`config.mk`:
```
export PLATFORM = sky130hd
export DESIGN_NAME = pms_spi_slave
export DESIGN_NICKNAME = d
export VERILOG_FILES = /design/src/rtl/pms_pkg.sv /design/src/rtl/pms_spi_slave.sv
export SDC_FILE = /design/constraint.sdc
export NUM_CORES = 1
export LEC_CHECK = 0
export BUFFER_PORTS_ARGS = -buffer_cell sky130_fd_sc_hd__buf_2
export CAP_MARGIN = 20
export CORE_ASPECT_RATIO = 0.8
export CORE_MARGIN = 2
export CORE_UTILIZATION = 47
export CTS_CLUSTER_DIAMETER = 200
export DETAILED_ROUTE_END_ITERATION = 6
export PLACE_DENSITY = 0.78
export SLEW_MARGIN = 15
export SYNTH_ARGS = -nofsm -noshare
export SYNTH_HDL_FRONTEND = slang
export SYNTH_SLANG_ARGS = --single-unit
```
`constraint.sdc`:
```
create_clock -name clk_sys -period 3.2 [get_ports clk_sys]
set_clock_uncertainty 0.2 [all_clocks]
set_input_delay 0.32 -clock clk_sys [delete_from_list [all_inputs] [get_ports clk_sys]]
set_output_delay 0.32 -clock clk_sys [all_outputs]
set_load 0.03 [all_outputs]
```
`src/rtl/pms_pkg.sv`:
```
// constants for the power manager serial link slave
// Notes on behaviour
// - device is link slave; master drives clock, select
// - address from four straps, twelve devices 0-11
// - frame: select, address, count on reads, data
// - 8-bit register addresses, 16-bit data words
// - respond when bits 7:5 zero, 4:1 match straps
// - broadcast 001/0000 with write flag: all write
// - broadcast read has no effect, data invalid
// - data word travels high byte first
// - read data valid within 24 clocks; high-z before
// - miso released after select rises
// - core clocked from own oscillator, not link
package pms_pkg;
  localparam int          PMS_SYS_MHZ     = 125;         // core clock rate
  localparam int          PMS_ADDR_W      = 8;           // register address width
  localparam int          PMS_DATA_W      = 16;          // register data width
  localparam int          PMS_STRAP_W     = 4;           // strap pin count
  localparam logic [2:0]  PMS_SEL_UNICAST = 3'h0;        // select prefix, own device
  localparam logic [2:0]  PMS_SEL_BCAST   = 3'h1;        // select prefix, broadcast
  localparam logic [3:0]  PMS_BCAST_ADDR  = 4'h0;        // broadcast device field
  localparam logic [3:0]  PMS_MAX_DEV     = 4'hb;        // highest legal strap value
  localparam logic [2:0]  PMS_BIT_LAST    = 3'h7;        // last bit index of a byte
  localparam logic [1:0]  PMS_BYTE_SEL    = 2'h0;        // header byte indices
  localparam logic [1:0]  PMS_BYTE_ADDR   = 2'h1;
  localparam logic [1:0]  PMS_BYTE_CNT    = 2'h2;

  // frame phases, one-hot
  typedef enum logic [4:0] {
    PMS_IDLE   = 5'h01,   // waiting for select
    PMS_HDR    = 5'h02,   // receiving select, address, count
    PMS_WDATA  = 5'h04,   // receiving write words
    PMS_RDATA  = 5'h08,   // sending read words
    PMS_IGNORE = 5'h10    // not addressed, wait for select release
  } pms_state_t;
endpackage

```
`src/rtl/pms_spi_slave.sv`:
```
// serial link slave for the power manager register space
`timescale 1ns/1ps
module pms_spi_slave
  import pms_pkg::*;
#(
  parameter int ADDR_W = PMS_ADDR_W,
  parameter int DATA_W = PMS_DATA_W
)(
  input  wire logic              clk_sys,       // core clock, own oscillator
  input  wire logic              resetn,        // async reset, active low
  input  wire logic              sck,           // link clock from controller
  input  wire logic              cs_n,          // chip select, active low
  input  wire logic              mosi,          // serial data in
  output logic                   miso_o,        // serial data out
  output logic                   miso_oe,       // high while driving miso
  input  wire logic [3:0]        device_select_straps, // device address straps
  output logic                   wr_valid,      // one-cycle write strobe
  output logic [ADDR_W-1:0]      wr_addr,       // write register address
  output logic [DATA_W-1:0]      wr_data,       // write value
  output logic                   rd_req,        // one-cycle read request
  output logic [ADDR_W-1:0]      rd_addr,       // read register address
  input  wire logic [DATA_W-1:0] rd_data        // read value, valid cycle after rd_req
);
  // synchronisers for all link pins; core never runs on link clock
  logic [1:0] sck_s;
  logic [1:0] cs_s;
  logic [1:0] mosi_s;
  logic [3:0] strap_a;                     // strap first stage
  logic [3:0] strap_b;                     // strap second stage
  logic       sck_d;                       // previous synced clock
  always_ff @(posedge clk_sys or negedge resetn)
  begin
    if (!resetn)
    begin
      sck_s   <= 2'h0;
      cs_s    <= 2'h3;
      mosi_s  <= 2'h0;
      strap_a <= 4'h0;
      strap_b <= 4'h0;
      sck_d   <= 1'b0;
    end
    else
    begin
      sck_s   <= {sck_s[0], sck};
      cs_s    <= {cs_s[0], cs_n};
      mosi_s  <= {mosi_s[0], mosi};
      strap_a <= device_select_straps;
      strap_b <= strap_a;
      sck_d   <= sck_s[1];
    end
  end

  // edge detect on the second stage only
  wire sck_rise = sck_s[1] & ~sck_d;
  wire sck_fall = ~sck_s[1] & sck_d;
  wire cs_act   = ~cs_s[1];
  wire mosi_b   = mosi_s[1];

  pms_state_t state;
  pms_state_t next_state;
  logic [2:0]        bit_cnt;              // bit index within byte
  logic [1:0]        hdr_idx;              // header byte number
  logic              byte_hi;              // data byte is the high one
  logic [7:0]        shin;                 // receive shift register
  logic [7:0]        hold_hi;              // received high data byte
  logic [ADDR_W-1:0] reg_addr;             // current register address
  logic [7:0]        words_left;           // read words remaining
  logic              is_write;             // frame direction
  logic [DATA_W-1:0] shout;                // transmit shift register
  logic              load_pend;            // read data valid this cycle
  logic              shift_ok;             // master has taken the bit now on miso

  // byte assembled msb first
  wire [7:0] byte_in   = {shin[6:0], mosi_b};
  wire       byte_done = sck_rise & (bit_cnt == PMS_BIT_LAST);
  // select decode: own address or write broadcast
  wire       own_hit   = (byte_in[7:5] == PMS_SEL_UNICAST) & (byte_in[4:1] == strap_b) &
                         (strap_b <= PMS_MAX_DEV);
  wire       bc_hit    = (byte_in[7:5] == PMS_SEL_BCAST) & (byte_in[4:1] == PMS_BCAST_ADDR) & byte_in[0];
  // broadcast read falls to ignore: no effect
  wire       sel_ok    = own_hit | bc_hit;

  // phase sequencing, select release aborts any phase
  always_comb
  begin
    next_state = state;
    case (state)
      PMS_IDLE:   if (cs_act) next_state = PMS_HDR;
      PMS_HDR:
        if (!cs_act) next_state = PMS_IDLE;
        else if (byte_done && hdr_idx == PMS_BYTE_SEL && !sel_ok) next_state = PMS_IGNORE;
        else if (byte_done && hdr_idx == PMS_BYTE_ADDR && is_write) next_state = PMS_WDATA;
        else if (byte_done && hdr_idx == PMS_BYTE_CNT) next_state = PMS_RDATA;
      PMS_WDATA:  if (!cs_act) next_state = PMS_IDLE;
      PMS_RDATA:  if (!cs_act) next_state = PMS_IDLE;
      PMS_IGNORE: if (!cs_act) next_state = PMS_IDLE;
      default:    next_state = PMS_IDLE;
    endcase
  end

  // bit and byte counting; reset each frame so gaps need no timing
  always_ff @(posedge clk_sys or negedge resetn)
  begin
    if (!resetn)
    begin
      state   <= PMS_IDLE;
      bit_cnt <= 3'h0;
      hdr_idx <= 2'h0;
      byte_hi <= 1'b1;
      shin    <= 8'h00;
    end
    else
    begin
      state <= next_state;
      if (!cs_act)
      begin
        bit_cnt <= 3'h0;
        hdr_idx <= 2'h0;
        byte_hi <= 1'b1;
      end
      else if (sck_rise)
      begin
        shin    <= byte_in;
        bit_cnt <= bit_cnt + 3'h1;
        if (byte_done && state == PMS_HDR)
          hdr_idx <= hdr_idx + 2'h1;
        if (byte_done && (state == PMS_WDATA || state == PMS_RDATA))
          byte_hi <= ~byte_hi;              // high byte then low
      end
    end
  end

  // header fields and write assembly
  always_ff @(posedge clk_sys or negedge resetn)
  begin
    if (!resetn)
    begin
      is_write   <= 1'b0;
      reg_addr   <= '0;
      words_left <= 8'h00;
      hold_hi    <= 8'h00;
      wr_valid   <= 1'b0;
      wr_addr    <= '0;
      wr_data    <= '0;
    end
    else
    begin
      wr_valid <= 1'b0;
      if (byte_done && state == PMS_HDR)
      begin
        if (hdr_idx == PMS_BYTE_SEL)  is_write <= byte_in[0];
        if (hdr_idx == PMS_BYTE_ADDR) reg_addr <= byte_in[ADDR_W-1:0];
        if (hdr_idx == PMS_BYTE_CNT)  words_left <= byte_in;
      end
      else if (byte_done && state == PMS_WDATA)
      begin
        if (byte_hi)
          hold_hi <= byte_in;
        else
        begin
          wr_valid <= 1'b1;                 // own or broadcast write
          wr_addr  <= reg_addr;
          wr_data  <= {hold_hi, byte_in};
          reg_addr <= reg_addr + 1'b1;      // further words go to next address
        end
      end
      else if (byte_done && state == PMS_RDATA && !byte_hi && words_left != 8'h00)
      begin
        words_left <= words_left - 8'h01;
        if (words_left > 8'h01)
          reg_addr <= reg_addr + 1'b1;      // next read word comes from next address
      end
    end
  end

  // read fetch: first word at count byte, next at each word end except the last
  wire fetch = (byte_done && state == PMS_HDR && hdr_idx == PMS_BYTE_CNT) ||
               (byte_done && state == PMS_RDATA && !byte_hi && words_left > 8'h01);
  always_ff @(posedge clk_sys or negedge resetn)
  begin
    if (!resetn)
    begin
      rd_req    <= 1'b0;
      rd_addr   <= '0;
      load_pend <= 1'b0;
    end
    else
    begin
      rd_req    <= fetch;
      load_pend <= rd_req;
      if (fetch)
        rd_addr <= (state == PMS_HDR) ? reg_addr : reg_addr + 1'b1;
    end
  end

  // miso drive: valid after count byte, well inside 24 clocks
  // shifts change on falling edges so master samples on rising
  // a fall shifts only once a rise has taken the current bit; the fall that
  // closes the count byte or a word would otherwise skip the fresh msb
  always_ff @(posedge clk_sys or negedge resetn)
  begin
    if (!resetn)
    begin
      shout    <= '0;
      miso_o   <= 1'b0;
      miso_oe  <= 1'b0;
      shift_ok <= 1'b0;
    end
    else if (state != PMS_RDATA || !cs_act)
    begin
      miso_oe  <= 1'b0;                     // released with select
      miso_o   <= 1'b0;
      shift_ok <= 1'b0;
    end
    else if (load_pend)
    begin
      shout    <= {rd_data[DATA_W-2:0], 1'b0};
      miso_o   <= rd_data[DATA_W-1];        // word msb first
      miso_oe  <= 1'b1;
      shift_ok <= 1'b0;                     // fresh word waits for its first rise
    end
    else if (sck_rise && miso_oe)
      shift_ok <= 1'b1;                     // master has taken this bit
    else if (sck_fall && shift_ok)
    begin
      miso_o   <= shout[DATA_W-1];
      shout    <= {shout[DATA_W-2:0], 1'b0};
      shift_ok <= 1'b0;
    end
  end

  // idle phase never leaves miso driven
  property p_miso_off_idle;
    @(posedge clk_sys) disable iff (!resetn)
    (state == PMS_IDLE) |=> !miso_oe;
  endproperty
  a_miso_off_idle: assert property (p_miso_off_idle) else $error("miso driven outside frame");

  // an ignored frame neither drives nor writes
  property p_ignore_quiet;
    @(posedge clk_sys) disable iff (!resetn)
    (state == PMS_IGNORE) |-> (!miso_oe && !wr_valid);
  endproperty
  a_ignore_quiet: assert property (p_ignore_quiet) else $error("ignored frame acted");

  // read data reaches the line two cycles after the request
  property p_rd_to_drive;
    @(posedge clk_sys) disable iff (!resetn)
    (rd_req && state == PMS_RDATA && cs_act) ##1 cs_act |=> miso_oe;
  endproperty
  a_rd_to_drive: assert property (p_rd_to_drive) else $error("miso late");

  // writes only come out of the data phase
  property p_wr_only_wdata;
    @(posedge clk_sys) disable iff (!resetn)
    wr_valid |-> $past(state == PMS_WDATA);
  endproperty
  a_wr_only_wdata: assert property (p_wr_only_wdata) else $error("write outside data phase");

  // a write needs its low byte
  property p_wr_pair;
    @(posedge clk_sys) disable iff (!resetn)
    wr_valid |-> $past(byte_hi == 1'b0);
  endproperty
  a_wr_pair: assert property (p_wr_pair) else $error("write before low byte");

  // unmatched select, broadcast read included, lands in ignore
  property p_bcast_read;
    @(posedge clk_sys) disable iff (!resetn)
    (byte_done && state == PMS_HDR && hdr_idx == PMS_BYTE_SEL && bc_hit == 1'b0 && !own_hit)
    |=> (state == PMS_IGNORE || !cs_act);
  endproperty
  a_bcast_read: assert property (p_bcast_read) else $error("unselected frame accepted");

  // own select with a legal strap value keeps the header going
  property p_sel_match;
    @(posedge clk_sys) disable iff (!resetn)
    (byte_done && cs_act && state == PMS_HDR && hdr_idx == PMS_BYTE_SEL &&
     byte_in[7:5] == PMS_SEL_UNICAST && byte_in[4:1] == strap_b && strap_b <= PMS_MAX_DEV)
    |=> (state == PMS_HDR);
  endproperty
  a_sel_match: assert property (p_sel_match) else $error("select decode");

  // write frames leave miso released
  property p_no_drive_write;
    @(posedge clk_sys) disable iff (!resetn)
    (state == PMS_WDATA) |-> !miso_oe;
  endproperty
  a_no_drive_write: assert property (p_no_drive_write) else $error("miso driven on write");
endmodule

```
==> results of run 1 <==
-- layer usage --
metal / share of wire / routed length, um / vias to the layer above
met5: 0 / 0 / -
met1: 0.47 / 4926 / 1766
met2: 0.47 / 4975 / 103
met4: 0.012 / 127 / 0
met3: 0.045 / 473 / 13
li1: - / - / 1713
-- path summary, 6_finish.rpt --
check	slack, ns	to	depth (start not counted)	start
min in group asynchronous	0.32	wr_data[1]	2	resetn
min	0.01	shout[1]	3	rd_data[0]
max	0.70	reg_addr[1]	7	bit_cnt[0]
max in group asynchronous	1.69	byte_hi	3	resetn
min reg2reg	0.15	sck_s[1]	0	sck_s[0]
max reg2reg	0.70	reg_addr[1]	7	bit_cnt[0]
-- critical path, stage by stage (launching register included) --
cell and delay [ns]:
dfrtp_1 0.37, ha_1 0.16, ha_1 0.15, and3b_1 0.43, nand3_1 0.50, nand2_1 0.21
nand2_1 0.07, mux2_1 0.29
-- logic make-up (layout without fill, tap and decap cells) --
group / Yosys count / count (layout) / synth area share
AND/OR/NAND/NOR: 133 / 133 / 0.1364
flip-flops: 111 / 111 / 0.5399
AO/OA/AOI/OAI: 77 / 77 / 0.1020
multiplexers: 68 / 68 / 0.1442
buffers and inverters: 33 / 102 / 0.03010
XOR/XNOR: 15 / 15 / 0.02549
adder cells (fa/ha/maj): 9 / 9 / 0.02185
-- metrics by stage --
stage / hold WS, ns / total power (W) / std cells / utilization
floorplan: -0.1756 / 0.001701 / 446 / -
global placement: 0.1339 / 0.001799 / 635 / 0.5191
detailed placement: 0.1347 / 0.001812 / 635 / 0.5191
CTS: 0.01343 / 0.002910 / 659 / 0.5535
global route: 0.01756 / 0.002994 / 659 / 0.5535
finish: 0.01493 / 0.002887 / 659 / 0.5535
-- cell usage after synthesis (2+ instances only) --
cell type  instances  area share
a31oi_1            3      0.0036
nor3_2             2      0.0039
o31ai_1            4      0.0058
nand2_1           43       0.031
o21ai_1            9      0.0087
o211a_1            2      0.0039
a41o_1             2      0.0039
nor4_1             3      0.0036
inv_1              8      0.0058
buf_2             13       0.013
nor2_1            23       0.017
buf_4              2      0.0029
nand4_1            3      0.0036
a22o_1             3      0.0051
xnor2_1            8       0.014
mux2i_1           18       0.035
o211ai_1           5      0.0073
nand3_1           16       0.016
mux2_2            49        0.11
o2bb2ai_1          9       0.015
o21ai_0           10      0.0097
dfstp_2            4       0.020
nand2b_1           7      0.0085
ha_1               9       0.022
dfrtp_1          107        0.52
nand3b_1           3      0.0044
nor3_1             7      0.0068
a21oi_1           17       0.017
clkbuf_1           9      0.0066
and2_1             2      0.0024
and3_1             6      0.0073
xor2_1             7       0.012
o31a_1             3      0.0051
or3_1              4      0.0049
-- sequential cells by signal, summed over array words and instances, names as in the netlist, 7 cells and up --
signal and flops:
shout 15, wr_addr 8, reg_addr 8, shin 7, words_left 8, wr_data 16, rd_addr 8, hold_hi 8
-- what timing repair did --
item	CTS	global route
hold buffers	8	0
hold endpoints to repair	52	0
gates resized for setup	0	0
-- area by class of cell --
type	count	area (um2)
well taps	144	180.2
inverters	8	30.03
multi-input cells	302	2216
fillers	905	4806
clock inverters	5	47.55
clock buffers	11	242.7
flip-flops and latches	111	2783
repair buffers	78	457.9
-- power by group --
| group | total [W] | internal [W] | switching [W] |
|---|---|---|---|
| clock | 0.00109 | 0.000566 | 0.000527 |
| sequential | 0.00159 | 0.00146 | 0.000128 |
| combinational | 0.000208 | 0.000106 | 0.000102 |
| total | 0.00289 | 0.00213 | 0.000757 |
==> reports/results.ini, run 1 <==
[logic_synthesis]
ys_async_sr_fraction = 1.000
synth_area_um2 = 5154
syn_inst = 446
synth_edf_count = 0
synthesis.nets = 480
ys_types = 60
ys_warn_count = 0
synthFlopType = dfrtp_1
yosysSeqAreaShare = 0.5399
synth-seq-cells = 111
syn_avg_cell_area_um2 = 11.56

[clocking]
htreeDepth = 3
cts_sinks = 111
cts_tree = done
numCtsBuffers = 9
clockBufferDepth = 2
insertion_delay_ns = 0.35
cts_root_buf = clkbuf_16
clkTransAtPathRegs_ns = 0.08
cts_setup_buffers = 0

[floorplanning]
start_util = 0.4788
ioPinCount = 61
fp.dieArea_um2 = 11820
die_h_um = 97.66
fp-row-count = 34
die_w_um = 121.1
fp.coreArea_um2 = 10760

[drt]
antenna_left = 0
num_vias = 3595
routedWlPerCell_um = 15.94
drc = 0
wirelength_mm = 10.50
routed_via_density = 5.455
drt-initial-drc-count = 227
firstDrtPassIters = 4

[place]
io_buffers = 60
gp_congestion = 0.9193
dp_hpwl_mm = 7.295
dpl-instance-area_um2 = 5587
pre_cts_ws_ns = 0.7696

[sta]
slew_viol_final = 0
rsz0062_at_grt = no
hold_viol_final = 0
finalSetupTns_ns = 0
period_needed_ns = 2.504
final-setup-viol-count = 0
slew_headroom = 0.4944
layout_setup_ws_ns = 0.6959
worst_pin_slew_ns = 0.7565
period_share = 0.7825
fmax_mhz = 399.4

[worst_setup_path]
arrival_ns = 2.54
path_class = flop to flop
start_kind = flop
cp-end-kind = flop
critPathMaxFanout = 13
crit_required_ns = 3.24

[global_routing]
grt_pass1_wl_mm = 17.81
grt_antenna_before_repair = 0
grt_use_met3 = 0.04167
grtUsageTotal = 0.1900
grtUsageMet1 = 0.2736
globalRouteMet2Util = 0.2895
grt_max_degree = 52
overflow = 0
top_usage_layer = met2
grt_pass1_vias = 3558

[min_path]
hp-class = input port to flop

[power_and_ir_drop]
power_density_nw_per_um2 = 484.6
total_leakage_power_nw = 2.960
ir_drop_v = 0.0003410

[layout]
layout_common_cells = 107 x dfrtp_1, 59 x buf_2, 49 x mux2_2
final_common_cell = dfrtp_1
final_nets = 544
fin_area_um2 = 5957
diodes = 0
areaGrowthSynthToFinish_pct = 15.59
drive_gt1_frac = 0.2913

[status]
status = complete, no violations

[flow_run]
drv_cap = 0

No activity file was read; power rests on OpenSTA's default activity.
==> run 2, diff against run 1 <==
PLACE_DENSITY = 0.8   (was 0.78)
clock period = 2.2 ns   (was 3.2 ns; I/O delays follow)
==> reports/results.ini, run 2 (same netlist as run 1, synthesis figures left out) <==
[power_and_ir_drop]
total_leakage_power_nw = 3.242
p_sw_frac = 0.2663
power_density_nw_per_um2 = 664.2
p_switching_w = 0.001153
fin_total_pwr_w = 0.004329
seqPwrFrac = 0.512
combPwrFrac = 0.120
internal_power_w = 0.003176
clockPowerShare = 0.368
ir_drop_v = 0.0004497

[layout]
post-route-util = 0.6056
layout_common_cells = 106 x dfrtp_1, 59 x buf_2, 49 x mux2_2
n_fill_cell = 850
seqCellArea_um2 = 2784
reg_top3 = wr_data: 16 flops, shout: 15 flops
final_common_cell = dfrtp_1
final_nets = 599
multiInputGateArea_um2 = 2277
drive_gt1_frac = 0.3526
regMostFlops = wr_data
diodes = 0
areaGrowthSynthToFinish_pct = 26.46
largest_reg_flops = 16

[floorplanning]
fp-row-count = 34
die_h_um = 97.66
start_util = 0.4788
ioPinCount = 61
fp.dieArea_um2 = 11820
die_w_um = 121.1
fp.coreArea_um2 = 10760

[worst_setup_path]
critPathMaxFanout = 11
start_kind = flop
worstRegToRegCells = 7
cp-end-kind = flop
arrival_ns = 2.20
reg2reg_from = bit_cnt[1]
cp-startpoint = bit_cnt[1]
crit_required_ns = 2.26
path_class = flop to flop

[global_routing]
grt_pass1_vias = 4083
grt_pass1_wl_mm = 20.13
grt_max_degree = 40
grt_antenna_before_repair = 0
grtUsageTotal = 0.2146
overflow = 0

[sta]
worst_pin_slew_ns = 0.4904
period_share = 0.9722
slew_headroom = 0.6730
slew_viol_final = 0
hold_viol_final = 0
finalSetupTns_ns = 0
layout_setup_ws_ns = 0.06116
final-setup-viol-count = 0
fmax_mhz = 467.5
period_needed_ns = 2.139

[clocking]
numCtsBuffers = 9
insertion_delay_ns = 0.34
cts_tree = done
htreeDepth = 3
cts_sinks = 111
clkTransAtPathRegs_ns = 0.08
cts_root_buf = clkbuf_16
clockBufferDepth = 2

[drt]
drt-initial-drc-count = 256
routed_via_density = 5.465
antenna_left = 0
routedWlPerCell_um = 16.24
wirelength_mm = 11.60
drc = 0
num_vias = 3902
firstDrtPassIters = 4

[min_path]
hp-class = input port to flop
min_from = rd_data[14]
hold-path-cell-count = 3

[status]
status = complete, no violations

[place]
io_buffers = 60
pre_cts_ws_ns = 0.008483
dp_hpwl_mm = 8.101
gp_congestion = 0.8977

[flow_run]
drv_cap = 0

==> run 2: changes by cell type in the layout (fill, tap and decap cells not counted), sizes merged <==
cell	previous run	this run
dlygate4sd3	8	23
clkinv	1	2
and3b	1	2
clkbuf	11	9
buf	70	109
inv	11	12
==> run 2: layout make-up <==
| type | count | share of cell area |
|---|---|---|
| well taps | 144 | 0.02764 |
| repair buffers | 132 | 0.1457 |
| clock buffers | 9 | 0.03456 |
| inverters | 8 | 0.004607 |
| flip-flops and latches | 111 | 0.4271 |
| multi-input cells | 303 | 0.3494 |
| clock inverters | 7 | 0.01094 |
==> run 2: repair_timing <==
action | CTS | global route
endpoints found under the hold margin | 58 | 0
resized for setup | 2 | 14
setup buffers | 0 | 3
hold buffers | 23 | 0
cloned | 1 | 0
pin swaps | 0 | 2
setup endpoints to repair | 5 | 50
==> run 2: path summary, 6_finish.rpt <==
check	end	slack [ns]
max	reg_addr[3]	0.06
min	shout[15]	0.04
max reg2reg	reg_addr[3]	0.06
min reg2reg	sck_s[1]	0.16
max in group asynchronous	wr_addr[4]	0.95
min in group asynchronous	sck_s[0]	0.18
==> run 2: critical path, stage by stage (launching register included) <==
cell       delay (ns)
dfrtp_1          0.40
ha_2             0.21
ha_4             0.16
and3b_2          0.25
and3_4           0.20
buf_4            0.18
o31a_1           0.29
o2bb2ai_1        0.16
==> run 2: routing by layer <==
layer  GRT usage  wire length [um]  vias up
li1            -                 -     1838
met1      0.3056              5280     1938
met2      0.3284              5557      115
met3     0.04812               644       11
met4     0.06619               114        0
met5           0                 0        -
==> run 2: stage by stage <==
stage                     std cells  cell area [um2]  hold WS (ns)
after CTS                       711             6437       0.03880
after detailed placement        671             5896       0.02252
final                           714             6518       0.04012
after global routing            714             6518       0.08387
after floorplan                 446             5167       -0.2756
after global placement          671             5896       0.01063
==> run 2: power by group through the flow <==
stage                     clock (W)  sequential, W  combinational [W]
after CTS                   0.00164        0.00222           0.000517
after global placement            0        0.00225           0.000471
after detailed placement          0        0.00226           0.000482
final                       0.00159        0.00222           0.000518
after floorplan                   0        0.00223           0.000244
after global routing        0.00171        0.00223           0.000574
